## src/cgm_pkg.sv

```systemverilog
// Package with register map, field layout, reset values and carrier types of the PLL configuration block.
// Behaviour
// RULE1 - Multiplier low byte writable only while PLL off
// RULE2 - Zero multiplier acts as multiplier one
// RULE3 - Multiplier low byte resets to sixty-four
// RULE4 - Software reprograms multiplier, keeps VCO below limit
// RULE5 - VCO range byte locked while PLL on
// RULE6 - Zero VCO range disables PLL, forbids VCO select
// RULE7 - VCO range byte resets to sixty-four
// RULE8 - Reference divider writable only while PLL off
// RULE9 - Zero reference divider acts as one
// RULE10 - Reference divider resets to divide by one
// RULE11 - Upper reference divider bits read zero
// RULE12 - Lock change sets flag in auto mode
// RULE13 - Manual mode suppresses interrupt, flag reads zero
// RULE14 - Software checks lock after each interrupt
// RULE15 - VCO select allowed without lock
// RULE16 - Wait mode leaves clock generator unchanged
// RULE17 - Stop without oscillator kills all outputs
// RULE18 - Stop clears VCO select, stays clear after
// RULE19 - Stop with oscillator enable keeps oscillator
// RULE20 - Break without clear enable protects flag
// RULE21 - Break with clear enable clears stick
// RULE22 - Control register read clears interrupt flag
// RULE23 - Base clock halves source, static while switching
// RULE24 - Select needs PLL on; PLL stays while selected
// RULE25 - Feedback value is high nibble over low byte
package cgm_pkg;

    // ****************************************
    // Register map
    // ****************************************
    localparam logic [7:0] CGM_OFS_CTRL  = 8'h00;
    localparam logic [7:0] CGM_OFS_BW    = 8'h04;
    localparam logic [7:0] CGM_OFS_MULH  = 8'h08;
    localparam logic [7:0] CGM_OFS_MULL  = 8'h0c;
    localparam logic [7:0] CGM_OFS_VRS   = 8'h10;
    localparam logic [7:0] CGM_OFS_RDIV  = 8'h14;

    // ****************************************
    // Field positions
    // ****************************************
    localparam int CGM_CTRL_IE   = 7;
    localparam int CGM_CTRL_FLAG = 6;
    localparam int CGM_CTRL_EN   = 5;
    localparam int CGM_CTRL_BCS  = 4;
    localparam int CGM_CTRL_VPR  = 2;
    localparam int CGM_CTRL_PRE  = 0;
    localparam int CGM_BW_AUTO   = 7;
    localparam int CGM_BW_LOCK   = 6;
    localparam int CGM_BW_ACQ    = 5;

    // ****************************************
    // Reset values
    // ****************************************
    localparam logic       CGM_RST_EN   = 1'b1;
    localparam logic [3:0] CGM_RST_MULH = 4'h0;
    localparam logic [7:0] CGM_RST_MULL = 8'h40;
    localparam logic [7:0] CGM_RST_VRS  = 8'h40;
    localparam logic [3:0] CGM_RST_RDIV = 4'h1;

    // ****************************************
    // Timing counts
    // ****************************************
    localparam logic [1:0] CGM_SWITCH_EDGES = 2'h3;

    typedef struct packed {
        logic        read;
        logic        write;
        logic [7:0]  address;
        logic [3:0]  byteenable;
        logic [31:0] writedata;
    } cgm_avs_req_t;

    typedef struct packed {
        logic        waitrequest;
        logic [31:0] readdata;
    } cgm_avs_rsp_t;

    typedef struct packed {
        logic stop_mode;
        logic break_state;
        logic break_clear_enable;
        logic osc_run_in_stop;
        logic pll_lock;
        logic crystal_clock;
        logic vco_clock;
    } cgm_sys_t;

    typedef struct packed {
        logic        pll_power;
        logic        acq_manual;
        logic [1:0]  vco_power_range;
        logic [1:0]  prescaler;
        logic [11:0] feedback_div;
        logic [7:0]  vco_range_bits;
        logic [3:0]  reference_divider_bits;
    } cgm_pll_cfg_t;

    typedef struct packed {
        logic osc_enable;
        logic crystal_clock_out;
        logic base_clock_out;
        logic clockgen_irq;
    } cgm_clk_out_t;

endpackage : cgm_pkg

```

## src/cgm_pll_config.sv

```systemverilog
// PLL divider configuration, clock select, lock interrupt and low-power handling.
//
// Chosen here: the Avalon-MM interface to the registers and the register addresses.
`timescale 1ns/1ps
module cgm_pll_config (
    input  wire logic                  mclk,
    input  wire logic                  rst_b,
    input  wire cgm_pkg::cgm_avs_req_t avs_req,
    output logic                       avs_waitrequest,
    output logic [31:0]                avs_readdata,
    input  wire cgm_pkg::cgm_sys_t     sys,
    output cgm_pkg::cgm_pll_cfg_t      pll_cfg,
    output cgm_pkg::cgm_clk_out_t      clk_out
);
    import cgm_pkg::*;

    // ****************************************
    // State
    // ****************************************
    typedef struct packed {
        logic         wait_n;
        logic         busy;
        logic [31:0]  rdata;
        logic         irq_enable;
        logic         irq_flag;
        logic         pll_enable;
        logic         base_clock_select;
        logic [1:0]   vpr;
        logic [1:0]   pre;
        logic         auto_bw;
        logic         acq;
        logic [3:0]   mul_high;
        logic [7:0]   multiplier_low_bits;
        logic [7:0]   vco_range_bits;
        logic [3:0]   reference_divider_bits;
        logic         lock_prev;
        logic         stop_prev;
        logic         xclk_prev;
        logic         vclk_prev;
        logic         sel_active;
        logic [1:0]   xcnt;
        logic [1:0]   vcnt;
        cgm_pll_cfg_t cfg;
        cgm_clk_out_t clk;
    } cgm_state_t;

    cgm_state_t s_q;
    cgm_state_t s_d;
    logic       rst_meta_q;
    logic       rst_sync_b_q;

    // ****************************************
    // Reset release
    // ****************************************
    always_ff @(posedge mclk or negedge rst_b)
    begin
        if (!rst_b)
        begin
            rst_meta_q   <= 1'b0;
            rst_sync_b_q <= 1'b0;
        end
        else
        begin
            rst_meta_q   <= 1'b1;
            rst_sync_b_q <= rst_meta_q;
        end
    end

    // ****************************************
    // Next state
    // ****************************************
    always_comb
    begin
        logic        taken;
        logic        access;
        logic        wr_ok;
        logic        rd_ctrl;
        logic        prot;
        logic        lock_chg;
        logic        stop_entry;
        logic        osc_dead;
        logic        xedge;
        logic        vedge;
        logic        vrs_zero;
        logic [7:0]  wb;
        logic [7:0]  rb;
        logic [11:0] fb;
        logic [3:0]  rd;

        s_d        = s_q;
        access     = avs_req.read || avs_req.write;
        taken      = access && s_q.wait_n;
        wr_ok      = taken && avs_req.write && avs_req.byteenable[0];
        rd_ctrl    = taken && avs_req.read && (avs_req.address == CGM_OFS_CTRL);
        wb         = avs_req.writedata[7:0];
        rb         = 8'h00;
        prot       = sys.break_state && !sys.break_clear_enable;
        lock_chg   = sys.pll_lock != s_q.lock_prev;
        stop_entry = sys.stop_mode && !s_q.stop_prev;
        osc_dead   = sys.stop_mode && !sys.osc_run_in_stop;
        xedge      = sys.crystal_clock && !s_q.xclk_prev;
        vedge      = sys.vco_clock && !s_q.vclk_prev;
        vrs_zero   = s_q.vco_range_bits == 8'h00;

        // Bus slave: one wait cycle, then the answer stands for one cycle.
        s_d.wait_n = access && !s_q.wait_n;
        s_d.busy   = !(access && !s_q.wait_n);
        if (access && !s_q.wait_n)
        begin
            unique case (avs_req.address)
                CGM_OFS_CTRL:
                begin
                    rb[CGM_CTRL_IE]           = s_q.irq_enable;
                    rb[CGM_CTRL_FLAG]         = s_q.irq_flag && s_q.auto_bw;                  // [RULE13]
                    rb[CGM_CTRL_EN]           = s_q.pll_enable;
                    rb[CGM_CTRL_BCS]          = s_q.base_clock_select;
                    rb[CGM_CTRL_VPR +: 2]     = s_q.vpr;
                    rb[CGM_CTRL_PRE +: 2]     = s_q.pre;
                end
                CGM_OFS_BW:
                begin
                    rb[CGM_BW_AUTO]           = s_q.auto_bw;
                    rb[CGM_BW_LOCK]           = s_q.auto_bw && sys.pll_lock;
                    rb[CGM_BW_ACQ]            = s_q.auto_bw ? sys.pll_lock : s_q.acq;
                end
                CGM_OFS_MULH: rb = {4'h0, s_q.mul_high};
                CGM_OFS_MULL: rb = s_q.multiplier_low_bits;
                CGM_OFS_VRS:  rb = s_q.vco_range_bits;
                CGM_OFS_RDIV: rb = {4'h0, s_q.reference_divider_bits};                     // [RULE11]
                default:      rb = 8'h00;
            endcase
        end
        s_d.rdata = {24'h000000, rb};

        // Register writes take effect on the accepting edge only.
        if (wr_ok)
        begin
            unique case (avs_req.address)
                CGM_OFS_CTRL:
                begin
                    s_d.irq_enable = wb[CGM_CTRL_IE] && s_q.auto_bw;
                    s_d.pll_enable = wb[CGM_CTRL_EN] || s_q.base_clock_select;              // [RULE24]
                    // Lock state is not consulted, so the VCO may be selected early.
                    s_d.base_clock_select = wb[CGM_CTRL_BCS] && s_q.pll_enable && !vrs_zero; // [RULE24] [RULE6] [RULE15]
                    if (!s_q.pll_enable)
                    begin
                        s_d.vpr = wb[CGM_CTRL_VPR +: 2];
                        s_d.pre = wb[CGM_CTRL_PRE +: 2];
                    end
                end
                CGM_OFS_BW:
                begin
                    s_d.auto_bw = wb[CGM_BW_AUTO];
                    if (!s_q.auto_bw)
                    begin
                        s_d.acq = wb[CGM_BW_ACQ];
                    end
                end
                CGM_OFS_MULH:
                begin
                    if (!s_q.pll_enable)
                    begin
                        s_d.mul_high = wb[3:0];
                    end
                end
                CGM_OFS_MULL:
                begin
                    if (!s_q.pll_enable)
                    begin
                        s_d.multiplier_low_bits = wb;                                       // [RULE1]
                    end
                end
                CGM_OFS_VRS:
                begin
                    if (!s_q.pll_enable)
                    begin
                        s_d.vco_range_bits = wb;                                            // [RULE5]
                    end
                end
                CGM_OFS_RDIV:
                begin
                    if (!s_q.pll_enable)
                    begin
                        s_d.reference_divider_bits = wb[3:0];                               // [RULE8] [RULE11]
                    end
                end
                default:
                begin
                    s_d.auto_bw = s_q.auto_bw;
                end
            endcase
        end

        // Only a flag that the reader actually saw is cleared, so a change landing during
        // the wait cycle survives; a set in the clearing cycle also wins.
        if (rd_ctrl && !prot && s_q.rdata[CGM_CTRL_FLAG])
        begin
            s_d.irq_flag = 1'b0;                                                            // [RULE22] [RULE20] [RULE21]
        end
        if (s_q.auto_bw && lock_chg)
        begin
            s_d.irq_flag = 1'b1;                                                            // [RULE12]
        end
        if (!s_d.auto_bw)
        begin
            s_d.irq_enable = 1'b0;                                                          // [RULE13]
        end
        s_d.lock_prev = sys.pll_lock;

        // A zero range byte forces the VCO off the base clock; the wait mode has no path here.
        if (vrs_zero || !s_d.pll_enable)
        begin
            s_d.base_clock_select = 1'b0;                                                   // [RULE6] [RULE16]
        end
        if (stop_entry)
        begin
            s_d.base_clock_select = 1'b0;                                                   // [RULE18]
        end
        s_d.stop_prev = sys.stop_mode;

        // Base clock divider and glitch-free source change.
        s_d.xclk_prev = sys.crystal_clock;
        s_d.vclk_prev = sys.vco_clock;
        if (s_q.sel_active != s_q.base_clock_select)
        begin
            if (xedge && s_q.xcnt != CGM_SWITCH_EDGES)
            begin
                s_d.xcnt = s_q.xcnt + 2'h1;
            end
            if (vedge && s_q.vcnt != CGM_SWITCH_EDGES)
            begin
                s_d.vcnt = s_q.vcnt + 2'h1;
            end
            // A stopped VCO never delivers edges, so its count is waived when it is off.
            if (s_q.xcnt == CGM_SWITCH_EDGES && (s_q.vcnt == CGM_SWITCH_EDGES || !s_q.cfg.pll_power))
            begin
                s_d.sel_active = s_q.base_clock_select;                                     // [RULE23]
                s_d.xcnt       = 2'h0;
                s_d.vcnt       = 2'h0;
            end
        end
        else
        begin
            // Counts left from an aborted switch would shorten the next one.
            s_d.xcnt = 2'h0;
            s_d.vcnt = 2'h0;
            if (s_q.sel_active ? vedge : xedge)
            begin
                s_d.clk.base_clock_out = !s_q.clk.base_clock_out;                           // [RULE23]
            end
        end

        // Outputs toward the analog loop and the system.
        fb = {s_q.mul_high, s_q.multiplier_low_bits};                                       // [RULE25]
        rd = s_q.reference_divider_bits;
        s_d.cfg.feedback_div           = (fb == 12'h000) ? 12'h001 : fb;                    // [RULE2]
        s_d.cfg.reference_divider_bits = (rd == 4'h0) ? 4'h1 : rd;                          // [RULE9]
        s_d.cfg.vco_range_bits         = s_q.vco_range_bits;
        s_d.cfg.vco_power_range        = s_q.vpr;
        s_d.cfg.prescaler              = s_q.pre;
        s_d.cfg.acq_manual             = s_q.acq;
        s_d.cfg.pll_power              = s_q.pll_enable && !vrs_zero && !sys.stop_mode;     // [RULE6] [RULE19]
        s_d.clk.osc_enable             = !osc_dead;                                         // [RULE19]
        s_d.clk.crystal_clock_out      = sys.crystal_clock && !osc_dead;
        s_d.clk.clockgen_irq           = s_q.irq_flag && s_q.irq_enable && s_q.auto_bw && !osc_dead; // [RULE12]
        if (osc_dead)
        begin
            s_d.clk.base_clock_out = 1'b0;                                                  // [RULE17]
        end
    end

    // ****************************************
    // Registers
    // ****************************************
    always_ff @(posedge mclk or negedge rst_sync_b_q)
    begin
        if (!rst_sync_b_q)
        begin
            s_q                        <= '0;
            s_q.busy                   <= 1'b1;
            s_q.pll_enable             <= CGM_RST_EN;
            s_q.mul_high               <= CGM_RST_MULH;
            s_q.multiplier_low_bits    <= CGM_RST_MULL;                                     // [RULE3]
            s_q.vco_range_bits         <= CGM_RST_VRS;                                      // [RULE7]
            s_q.reference_divider_bits <= CGM_RST_RDIV;                                     // [RULE10]
        end
        else
        begin
            s_q <= s_d;
        end
    end

    assign avs_waitrequest = s_q.busy;
    assign avs_readdata    = s_q.rdata;
    assign pll_cfg         = s_q.cfg;
    assign clk_out         = s_q.clk;

endmodule : cgm_pll_config

```

## config.mk

```make
export PLATFORM = sky130hd
export DESIGN_NAME = cgm_pll_config
export DESIGN_NICKNAME = d
export VERILOG_FILES = /design/src/cgm_pkg.sv /design/src/cgm_pll_config.sv
export SDC_FILE = /design/constraint.sdc
export NUM_CORES = 1
export LEC_CHECK = 0
export BUFFER_PORTS_ARGS = -buffer_cell sky130_fd_sc_hd__buf_2
export CAP_MARGIN = 30
export CORE_MARGIN = 2
export CORE_UTILIZATION = 47
export DETAILED_ROUTE_END_ITERATION = 16
export PLACE_DENSITY = 0.88
export SYNTH_ARGS = -nofsm -noshare
export SYNTH_HDL_FRONTEND = slang
export SYNTH_SLANG_ARGS = --single-unit
```

## constraint.sdc

```tcl
create_clock -name mclk -period 2.6 [get_ports mclk]
set_input_delay 0.39 -clock mclk [delete_from_list [all_inputs] [get_ports mclk]]
set_output_delay 0.39 -clock mclk [all_outputs]
set_load 0.03 [all_outputs]
```

==> results of run 1 <==
-- power by group through the flow --
stage | clock (W) | sequential [W] | combinational, W
after global placement | 0 | 0.00149 | 0.000203
after CTS | 0.00102 | 0.00145 | 0.000226
after global routing | 0.00107 | 0.00146 | 0.000243
after detailed placement | 0 | 0.00148 | 0.000224
after floorplan | 0 | 0.00148 | 0.000195
final | 0.00100 | 0.00145 | 0.000227
-- cell usage after synthesis (2+ instances only) --
library cell | count | area (sq um)
a21oi_1 | 5 | 25.0
a22oi_1 | 5 | 37.5
a31o_2 | 2 | 17.5
and2_1 | 2 | 12.5
and3_1 | 2 | 12.5
and4_1 | 2 | 17.5
buf_2 | 4 | 20.0
buf_4 | 66 | 495
clkbuf_1 | 16 | 60.1
conb_1 | 2 | 7.51
dfrtp_1 | 84 | 2100
dfstp_2 | 5 | 131
ha_1 | 2 | 25.0
inv_1 | 8 | 30.0
mux2_2 | 32 | 360
mux2i_1 | 12 | 120
nand2_1 | 13 | 48.8
nand2b_1 | 3 | 18.8
nand3_1 | 9 | 45.0
nor2_1 | 14 | 52.6
nor2b_1 | 2 | 12.5
nor3_1 | 6 | 30.0
nor3b_1 | 3 | 22.5
nor4_1 | 4 | 25.0
nor4_4 | 2 | 42.5
o21ai_0 | 4 | 20.0
o22ai_1 | 4 | 25.0
o31ai_1 | 2 | 15.0
or2_2 | 3 | 18.8
xnor2_1 | 3 | 26.3
xor2_1 | 2 | 17.5
-- layout by cell type (no fill, tap or decap), types with 3 or more instances in the layout --
master and instances:
nor3b_1 3, o21ai_0 4, or2_2 3, buf_2 70, nand3_1 9, xnor2_1 3, mux2i_1 12, dfrtp_1 83
o22ai_1 4, nand2_1 13, inv_1 8, mux2_2 32, dfstp_2 5, nor3_1 6, conb_1 25, nor4_1 4
a22oi_1 5, a21oi_1 5, clkbuf_8 9, nand2b_1 3, nor2_1 14
-- repair_timing --
action	in CTS	in global routing
hold endpoints to repair	2	0
hold buffers	1	0
gates resized for setup	0	0
-- registers in the layout, indices dropped and copies added (netlist names) --
name and cells:
s_q 31, pll_cfg 30, s_d 13, avs_readdata 8
clk_out 4, avs_waitrequest 1, rst_meta_q 1, rst_sync_b_q 1
-- per-stage QoR --
| step | util | total power (W) | setup slack (ns) | instance area [sq um] | hold WS (ns) |
|---|---|---|---|---|---|
| after CTS | 0.520 | 0.00270 | 0.773 | 4320 | 0.150 |
| after detailed placement | 0.494 | 0.00170 | 0.571 | 4100 | 0.178 |
| after global routing | 0.520 | 0.00277 | 0.703 | 4320 | 0.150 |
| after global placement | 0.491 | 0.00169 | 0.634 | 4080 | 0.174 |
| final | 0.520 | 0.00268 | 0.796 | 4320 | 0.155 |
| after floorplan | - | 0.00168 | 0.963 | 4170 | 0.0944 |
-- kinds of logic (layout without fill, tap and decap cells) --
group | Yosys count | after routing | share of synthesized area
adder cells (fa/ha/maj) | 2 | 2 | 0.00613
XOR/XNOR | 5 | 5 | 0.0107
AO/OA/AOI/OAI | 29 | 29 | 0.0485
buffers and inverters | 94 | 96 | 0.148
multiplexers | 44 | 44 | 0.118
AND/OR/NAND/NOR | 76 | 76 | 0.119
flip-flops | 89 | 89 | 0.547
other | 2 | 25 | 0.00184
-- layer usage --
metal | vias up | share of wire | global-route usage | routed length (um)
met1 | 1192 | 0.43 | 0.223 | 3320
met5 | - | 0 | 0 | 0
met2 | 113 | 0.47 | 0.252 | 3610
met3 | 14 | 0.070 | 0.0439 | 536
li1 | 1112 | - | - | -
met4 | 0 | 0.023 | 0.0650 | 179
-- final cells by class --
type	instances	area (sq um)	area share
Tap cell	105	131	0.0304
Multi-Input combinational cell	181	1330	0.307
Timing Repair Buffer	72	380	0.0881
Clock buffer	11	131	0.0304
Inverter	8	30.0	0.00695
Clock inverter	5	81.3	0.0188
Sequential cell	89	2240	0.518
-- worst max path at each step --
stage | to | slack, ns
2_1_floorplan | s_q[63] | 0.96
3_3_place_gp | s_q[58] | 0.63
3_5_place_dp | s_q[62] | 0.57
4_1_cts | s_q[62] | 0.77
5_1_grt | s_q[59] | 0.70
6_report | s_q[62] | 0.80
==> results.yml, run 1 <==
placed_design:
  dp_cells: 454
  dp_hpwl_mm: 5.66
  gp_congestion: 0.891
  io_buffers: 70
timing:
  grt_setup_unrepaired: "false"
  hold_violations: 0
  finalMaxSlewViolations: 0
  fin_skew_ns: 0.0159
  worst_pin_slew_ns: 0.584
  period_share: 0.694
  fin_setup_tns_ns: 0
  fmax_mhz: 554
  min_period_ns: 1.80
  slew_headroom: 0.607
  finalSetupViolCount: 0
cells_and_area:
  fin_nets: 418
  insertedDiodeCount: 0
  areaGrowthSynthToFinish_pct: 5.86
  nFillCells: 665
  instances_no_fill: 471
  drive_above_1_share: 0.372
logic_synthesis:
  synth_ff_type: "dfrtp_1"
  synth_cell_types: 49
  yosysWarningCount: 0
  syn_area_sq_um: 4080
  synth_seq_cells: 89
  synth_edf_count: 0
  async_reset_ff_frac: 1.00
  ys_seq_area_frac: 0.547
  synthCells: 341
  synth_area_per_cell_sq_um: 12.0
cts:
  h-tree-depth: 3
  clk_path_buf_depth: 2
  cts.root.buffer_cell: "clkbuf_8"
  cts_made_buffers: 9
  cts_sinks: 89
  cts_tree: "done"
  clkSlewWorstSetupHoldPaths_ns: 0.09
  post_cts_buffers: 0
  insertion_delay_ns: 0.36
setup_path:
  required_ns: 2.84
  r2r_cells: 4
  worst-path-max-fanout: 8
  r2r_slack_ns: 0.80
  cp-start-kind: "flip-flop"
  crit_start: "s_q[74]"
  crit_chain: "and4b_2 > nand2_1 > nor3_4 > mux2_2"
  crit_path_end_kind: "flip-flop"
  reg2reg_to: "s_q[62]"
  cpMaxStageDelayCell: "dfstp_2"
  critPathArrivalTime_ns: 2.04
  max_stage_delay_ns: 0.40
  cp.depth: 4
  r2r-start: "s_q[74]"
  critical_path_class: "reg2reg"
  crit_family: "simple AND/OR/NAND/NOR gates"
  worst-path-buf-inv: 0
power:
  ir_drop_mv: 0.210
  switching_share: 0.245
  power_frac_seq: 0.541
  p_comb_frac: 0.085
  p_switching_w: 0.000655
  p_leak_nw: 2.21
  p_int_w: 0.00202
  pwr_density_cell_nw_per_um2: 620
  clkPwrFrac: 0.374
hold_path:
  min_from: "sys[0]"
  hold_end: "s_q[39]"
  hp-class: "in2reg"
  hold_depth: 1
detailed_routing:
  drtAntennaViolNets: 0
  dr.pass1.iters: 4
  wirelength_mm: 7.64
  via_per_inst: 5.16
  first_iter_violations: 219
  wl_per_cell_um: 16.2
  vias: 2431
  drc: 0
flow_run:
  drv_cap: 0
grt:
  grt_max_degree: 48
  grt_pass1_wl_mm: 12.2
  track_usage: 0.164
  antenna_found_initial: 0
  grt_overflow: 0
  grt_pass1_vias: 2376
floorplanning:
  dieWidth_um: 97.2
  start_util: 0.492
  fp-row-count: 33
  core_sq_um: 8300
  num_io_pins: 122
  dieArea_sq_um: 9440
  die_h_um: 97.2
outcome:
  status: "finished clean"
Note: power is estimated with default switching activity, not from simulation.
==> inputs of run 2 (changes only) <==
Clock period 2.6 ns to 1.5 ns, I/O delays scaled along.
==> run 2 against run 1 <==
Effect of this change:
- the run now ends with negative setup slack left
- routed wire length is 7.1% higher
- sequential cell count did not move
- sequential power grew 72%
- utilization rose by 3.3 points
- setup slack worse by 0.88 ns
- clock skew decreased by 0.0064 ns
- clock power is 40% higher
- critical path type unchanged
- largest cell class unchanged
- largest power group unchanged
==> results.yml, run 2 (synthesis gave the netlist of run 1 again) <==
cells_and_area:
  fin_nets: 447
  areaGrowthSynthToFinish_pct: 12.6
  instances_no_fill: 499
  largest_register_ffs: 31
  drive_above_1_share: 0.434
  largest_register: "s_q"
  final_common_cell: "dfrtp_1"
  final_area_sq_um: 4590
  final_util: 0.554
  nFillCells: 635
  insertedDiodeCount: 0
  layout_common_cells: "dfrtp_1 (83), buf_2 (70), conb_1 (25), buf_4 (25), mux2_2 (17)"
power:
  p_leak_nw: 2.39
  p_int_w: 0.00324
  clkPwrFrac: 0.321
  p_switching_w: 0.00111
  pwr_density_cell_nw_per_um2: 948
  power_w: 0.00436
  power_frac_seq: 0.572
  switching_share: 0.256
  p_comb_frac: 0.107
  ir_drop_mv: 0.406
timing:
  setup_ws_ns: -0.0813
  grt_setup_unrepaired: "true"
  finalMaxSlewViolations: 0
  slew_headroom: 0.663
  period_share: 1.05
  fin_skew_ns: 0.00953
  worst_pin_slew_ns: 0.505
  finalSetupViolCount: 26
  fmax_mhz: 632
  hold_violations: 0
  min_period_ns: 1.58
flow_run:
  drv_cap: 0
setup_path:
  crit_path_end_kind: "flip-flop"
  worst-path-max-fanout: 4
  crit_start: "s_q[74]"
  required_ns: 1.74
  critical_path_class: "reg2reg"
  critPathArrivalTime_ns: 1.82
  r2r-start: "s_q[74]"
  cp-start-kind: "flip-flop"
detailed_routing:
  vias: 2570
  drc: 0
  via_per_inst: 5.15
  drtAntennaViolNets: 0
  dr.pass1.iters: 4
  first_iter_violations: 196
  wl_per_cell_um: 16.4
  wirelength_mm: 8.18
cts:
  cts_made_buffers: 9
  cts_sinks: 89
  clk_path_buf_depth: 2
  h-tree-depth: 3
  cts.root.buffer_cell: "clkbuf_8"
  clkSlewWorstSetupHoldPaths_ns: 0.08
  cts_tree: "done"
  insertion_delay_ns: 0.36
grt:
  grt_max_degree: 88
  track_usage: 0.174
  grt_pass1_vias: 2620
  antenna_found_initial: 0
  grt_overflow: 0
  grt_pass1_wl_mm: 13.1
outcome:
  status: "finished with violations"
  violations: "negative setup slack"
floorplanning:
  num_io_pins: 122
  dieWidth_um: 97.2
  die_h_um: 97.2
  dieArea_sq_um: 9440
  core_sq_um: 8300
  start_util: 0.492
  fp-row-count: 33
hold_path:
  min_from: "sys[1]"
  hp-class: "in2reg"
placed_design:
  gp_congestion: 0.917
  place_area_sq_um: 4300
  place_ws_ns: -0.198
  dp_cells: 480
  dp_hpwl_mm: 5.86
  io_buffers: 70
[run 2: changes by cell type in the layout (fill, tap and decap cells not counted), sizes merged]
cell / before / now
buf: 71 / 99
bufinv: 2 / 0
clkbuf: 11 / 12
dlygate4sd3: 1 / 2
[run 2: power by group through the flow]
stage	Sequential, W	Clock, W	Combinational (W)
6_report	0.00249	0.00140	0.000468
5_1_grt	0.00250	0.00153	0.000504
4_1_cts	0.00249	0.00142	0.000460
3_5_place_dp	0.00254	0	0.000453
3_3_place_gp	0.00253	0	0.000443
2_1_floorplan	0.00257	0	0.000340
[run 2: critical path, cell delays in order, from the launching register on]
cell and delay, ns:
dfstp_2 0.38, and4b_2 0.33, nand2_2 0.11, nor4_4 0.14, buf_4 0.18, mux2_2 0.34
[run 2: cell type report]
cell class	count	area [sq um]	area share
multi-input combinational	181	1420	0.309
tap	105	131	0.0286
inverter	8	30.0	0.00654
sequential	89	2240	0.487
timing repair buffer	101	612	0.133
clock buffer	12	145	0.0316
clock inverter	3	17.5	0.00381
[run 2: per-stage QoR]
stage	setup TNS (ns)	hold WS (ns)
after floorplan	-0.598	-0.0706
after global placement	-2.22	0.00855
after CTS	-1.35	0.00131
after global routing	-2.80	0.000646
final	-1.49	0.0134
after detailed placement	-3.27	0.0103
[run 2: path summary, 6_finish.rpt]
path                           endpoint  slack (ns)  cells after the start
max in group asynchronous       s_q[61]        0.76                      1
max reg2reg                     s_q[66]       -0.08                      5
min reg2reg                     s_q[36]        0.32                      1
max                             s_q[66]       -0.08                      5
min in group asynchronous  rst_sync_b_q        0.18                      2
min                             s_q[40]        0.01                      1
[run 2: metal layers]
layer  up-vias  global-route usage  routed length, um
li1       1168                   -                  -
met1      1271               0.216               3390
met2       118               0.284               4000
met3        13              0.0525                683
met4         0              0.0715                106
met5         -                   0                  0
[run 2: timing repair]
action	in CTS	in global routing
resized for setup	9	16
setup buffers	2	0
endpoints found under the hold margin	3	0
hold buffers	2	0
pin swaps	2	2
endpoints found under the setup margin	29	32
cloned	0	0
==> inputs of run 3 (changes only) <==
Settings changed: GPL_TIMING_DRIVEN from default to 0, SLEW_MARGIN from default to 20.
==> run 3 against run 2 <==
Effect of this change:
- first-iteration DRC count is 25% lower
- the flow still finishes with violations (negative setup slack)
- clock skew is 0.00082 ns higher
- critical endpoint is now s_d[11]
- count of clock-buffer cells in the layout is 3 lower
- routed wire length is 0.28% lower
- via count is 5.6% higher
- clock power is 6% higher
- non-clock buffer count is 66 higher
==> results.yml, run 3 (synthesis gave the netlist of run 1 again) <==
floorplanning:
  die_h_um: 97.2
  fp-row-count: 33
  start_util: 0.492
  dieArea_sq_um: 9440
  num_io_pins: 122
  dieWidth_um: 97.2
  core_sq_um: 8300
setup_path:
  crit_start: "s_q[74]"
  cp-start-kind: "flip-flop"
  critical_path_class: "reg2reg"
  cpMaxStageDelayCell: "dfstp_2"
  crit_path_end_kind: "flip-flop"
  required_ns: 1.75
  r2r-start: "s_q[74]"
  critPathArrivalTime_ns: 1.87
  crit_chain: "and4b_2 > buf_4 > nand4_4 > mux2_2"
  worst-path-max-fanout: 8
  r2r_cells: 4
  max_stage_delay_ns: 0.53
cts:
  h-tree-depth: 3
  cts_tree: "done"
  cts_made_buffers: 9
  cts_sinks: 89
  clk_path_buf_depth: 2
  clkSlewWorstSetupHoldPaths_ns: 0.09
  cts.root.buffer_cell: "clkbuf_8"
  insertion_delay_ns: 0.36
timing:
  slew_headroom: 0.655
  period_share: 1.08
  worst_pin_slew_ns: 0.517
  fin_skew_ns: 0.0103
  finalMaxSlewViolations: 0
  fin_setup_tns_ns: -1.82
  min_period_ns: 1.63
  finalSetupViolCount: 24
  hold_violations: 0
  grt_setup_unrepaired: "true"
  setup_ws_ns: -0.126
  fmax_mhz: 615
grt:
  track_usage: 0.178
  grt_pass1_vias: 2636
  grt_overflow: 0
  grt_max_degree: 51
  grt_pass1_wl_mm: 13.3
  antenna_found_initial: 0
detailed_routing:
  via_per_inst: 4.80
  dr.pass1.iters: 4
  wl_per_cell_um: 14.4
  vias: 2714
  drtAntennaViolNets: 0
  drc: 0
  wirelength_mm: 8.15
  first_iter_violations: 147
cells_and_area:
  insertedDiodeCount: 0
  largest_register_ffs: 31
  largest_register: "s_q"
  fin_nets: 513
  layout_common_cells: "dfrtp_1 (83), buf_4 (74), buf_2 (73)"
  areaGrowthSynthToFinish_pct: 23.8
  nFillCells: 663
  final_common_cell: "dfrtp_1"
  drive_above_1_share: 0.477
  instances_no_fill: 566
power:
  p_switching_w: 0.00122
  clkPwrFrac: 0.328
  ir_drop_mv: 0.419
  switching_share: 0.271
  p_comb_frac: 0.113
  pwr_density_cell_nw_per_um2: 889
  power_frac_seq: 0.559
  p_leak_nw: 2.68
  p_int_w: 0.00327
outcome:
  status: "finished with violations"
  violations: "negative setup slack"
hold_path:
  hold_depth: 1
  min_from: "sys[6]"
  hp-class: "in2reg"
placed_design:
  gp_congestion: 0.877
  dp_cells: 539
  io_buffers: 69
  place_ws_ns: -0.322
  dp_hpwl_mm: 6.03
flow_run:
  drv_cap: 0
## run 3: cell types whose count changed in the layout (fill, tap and decap cells not counted), sizes merged
cell	before	now
buf	99	149
clkbuf	12	24
clkinv	2	4
dlygate4sd3	2	3
inv	8	10
## run 3: area by class of cell
cell class              count  area, sq um  share of cell area
flip-flops and latches     89         2240               0.443
multi-input cells         181         1420               0.281
plain buffers              85          572               0.113
repair buffers             82          483              0.0956
well taps                 105          131              0.0260
clock buffers               9          124              0.0245
clock inverters             7         55.1              0.0109
inverters                   8         30.0             0.00594
## run 3: metrics by stage
stage	total power (W)	cell area, sq um	util	hold slack (ns)
2_1_floorplan	0.00291	4180	-	-0.0706
3_3_place_gp	0.00302	4650	0.561	0.00933
3_5_place_dp	0.00305	4680	0.564	0.0133
4_1_cts	0.00451	4990	0.601	0.0248
5_1_grt	0.00468	5050	0.609	0.0235
6_report	0.00449	5050	0.609	0.0276
## run 3: path summary, 6_finish.rpt
kind	endpoint	slack, ns
setup / recovery	s_d[11]	-0.13
hold / removal	s_q[41]	0.03
setup reg to reg	s_d[11]	-0.13
hold reg to reg	s_q[34]	0.31
max in group asynchronous	s_q[61]	0.52
min in group asynchronous	rst_sync_b_q	0.19
## run 3: repair_timing
| item | 4_1_cts | 5_1_grt |
|---|---|---|
| endpoints found under the setup margin | 30 | 29 |
| hold buffers | 3 | 0 |
| cloned | 0 | 0 |
| resized for setup | 6 | 16 |
| pin swaps | 2 | 2 |
| hold endpoints to repair | 4 | 0 |
| buffers inserted | 8 | 1 |
## run 3: metal layers
metal,vias to the layer above,wire [um],part of all wire,GRT usage
li1,1302,-,-,-
met1,1307,3490,0.43,0.232
met2,96,4000,0.49,0.286
met3,9,533,0.065,0.0396
met4,0,124,0.015,0.0758
met5,-,0,0,0
## run 3: power groups by stage
stage               Combinational (W)  Sequential [W]  Clock, W
finish                       0.000506         0.00251   0.00148
floorplan                    0.000340         0.00257         0
CTS                          0.000499         0.00251   0.00151
global route                 0.000542         0.00252   0.00162
detailed placement           0.000487         0.00256         0
global placement             0.000446         0.00258         0
## run 3: worst max-delay path: cells and delay by family (launching register included)
family | cells | cell delay [ns]
AND/OR/NAND/NOR | 2 | 0.46
multiplexers | 1 | 0.36
flip-flops | 1 | 0.53
buffers and inverters | 1 | 0.16
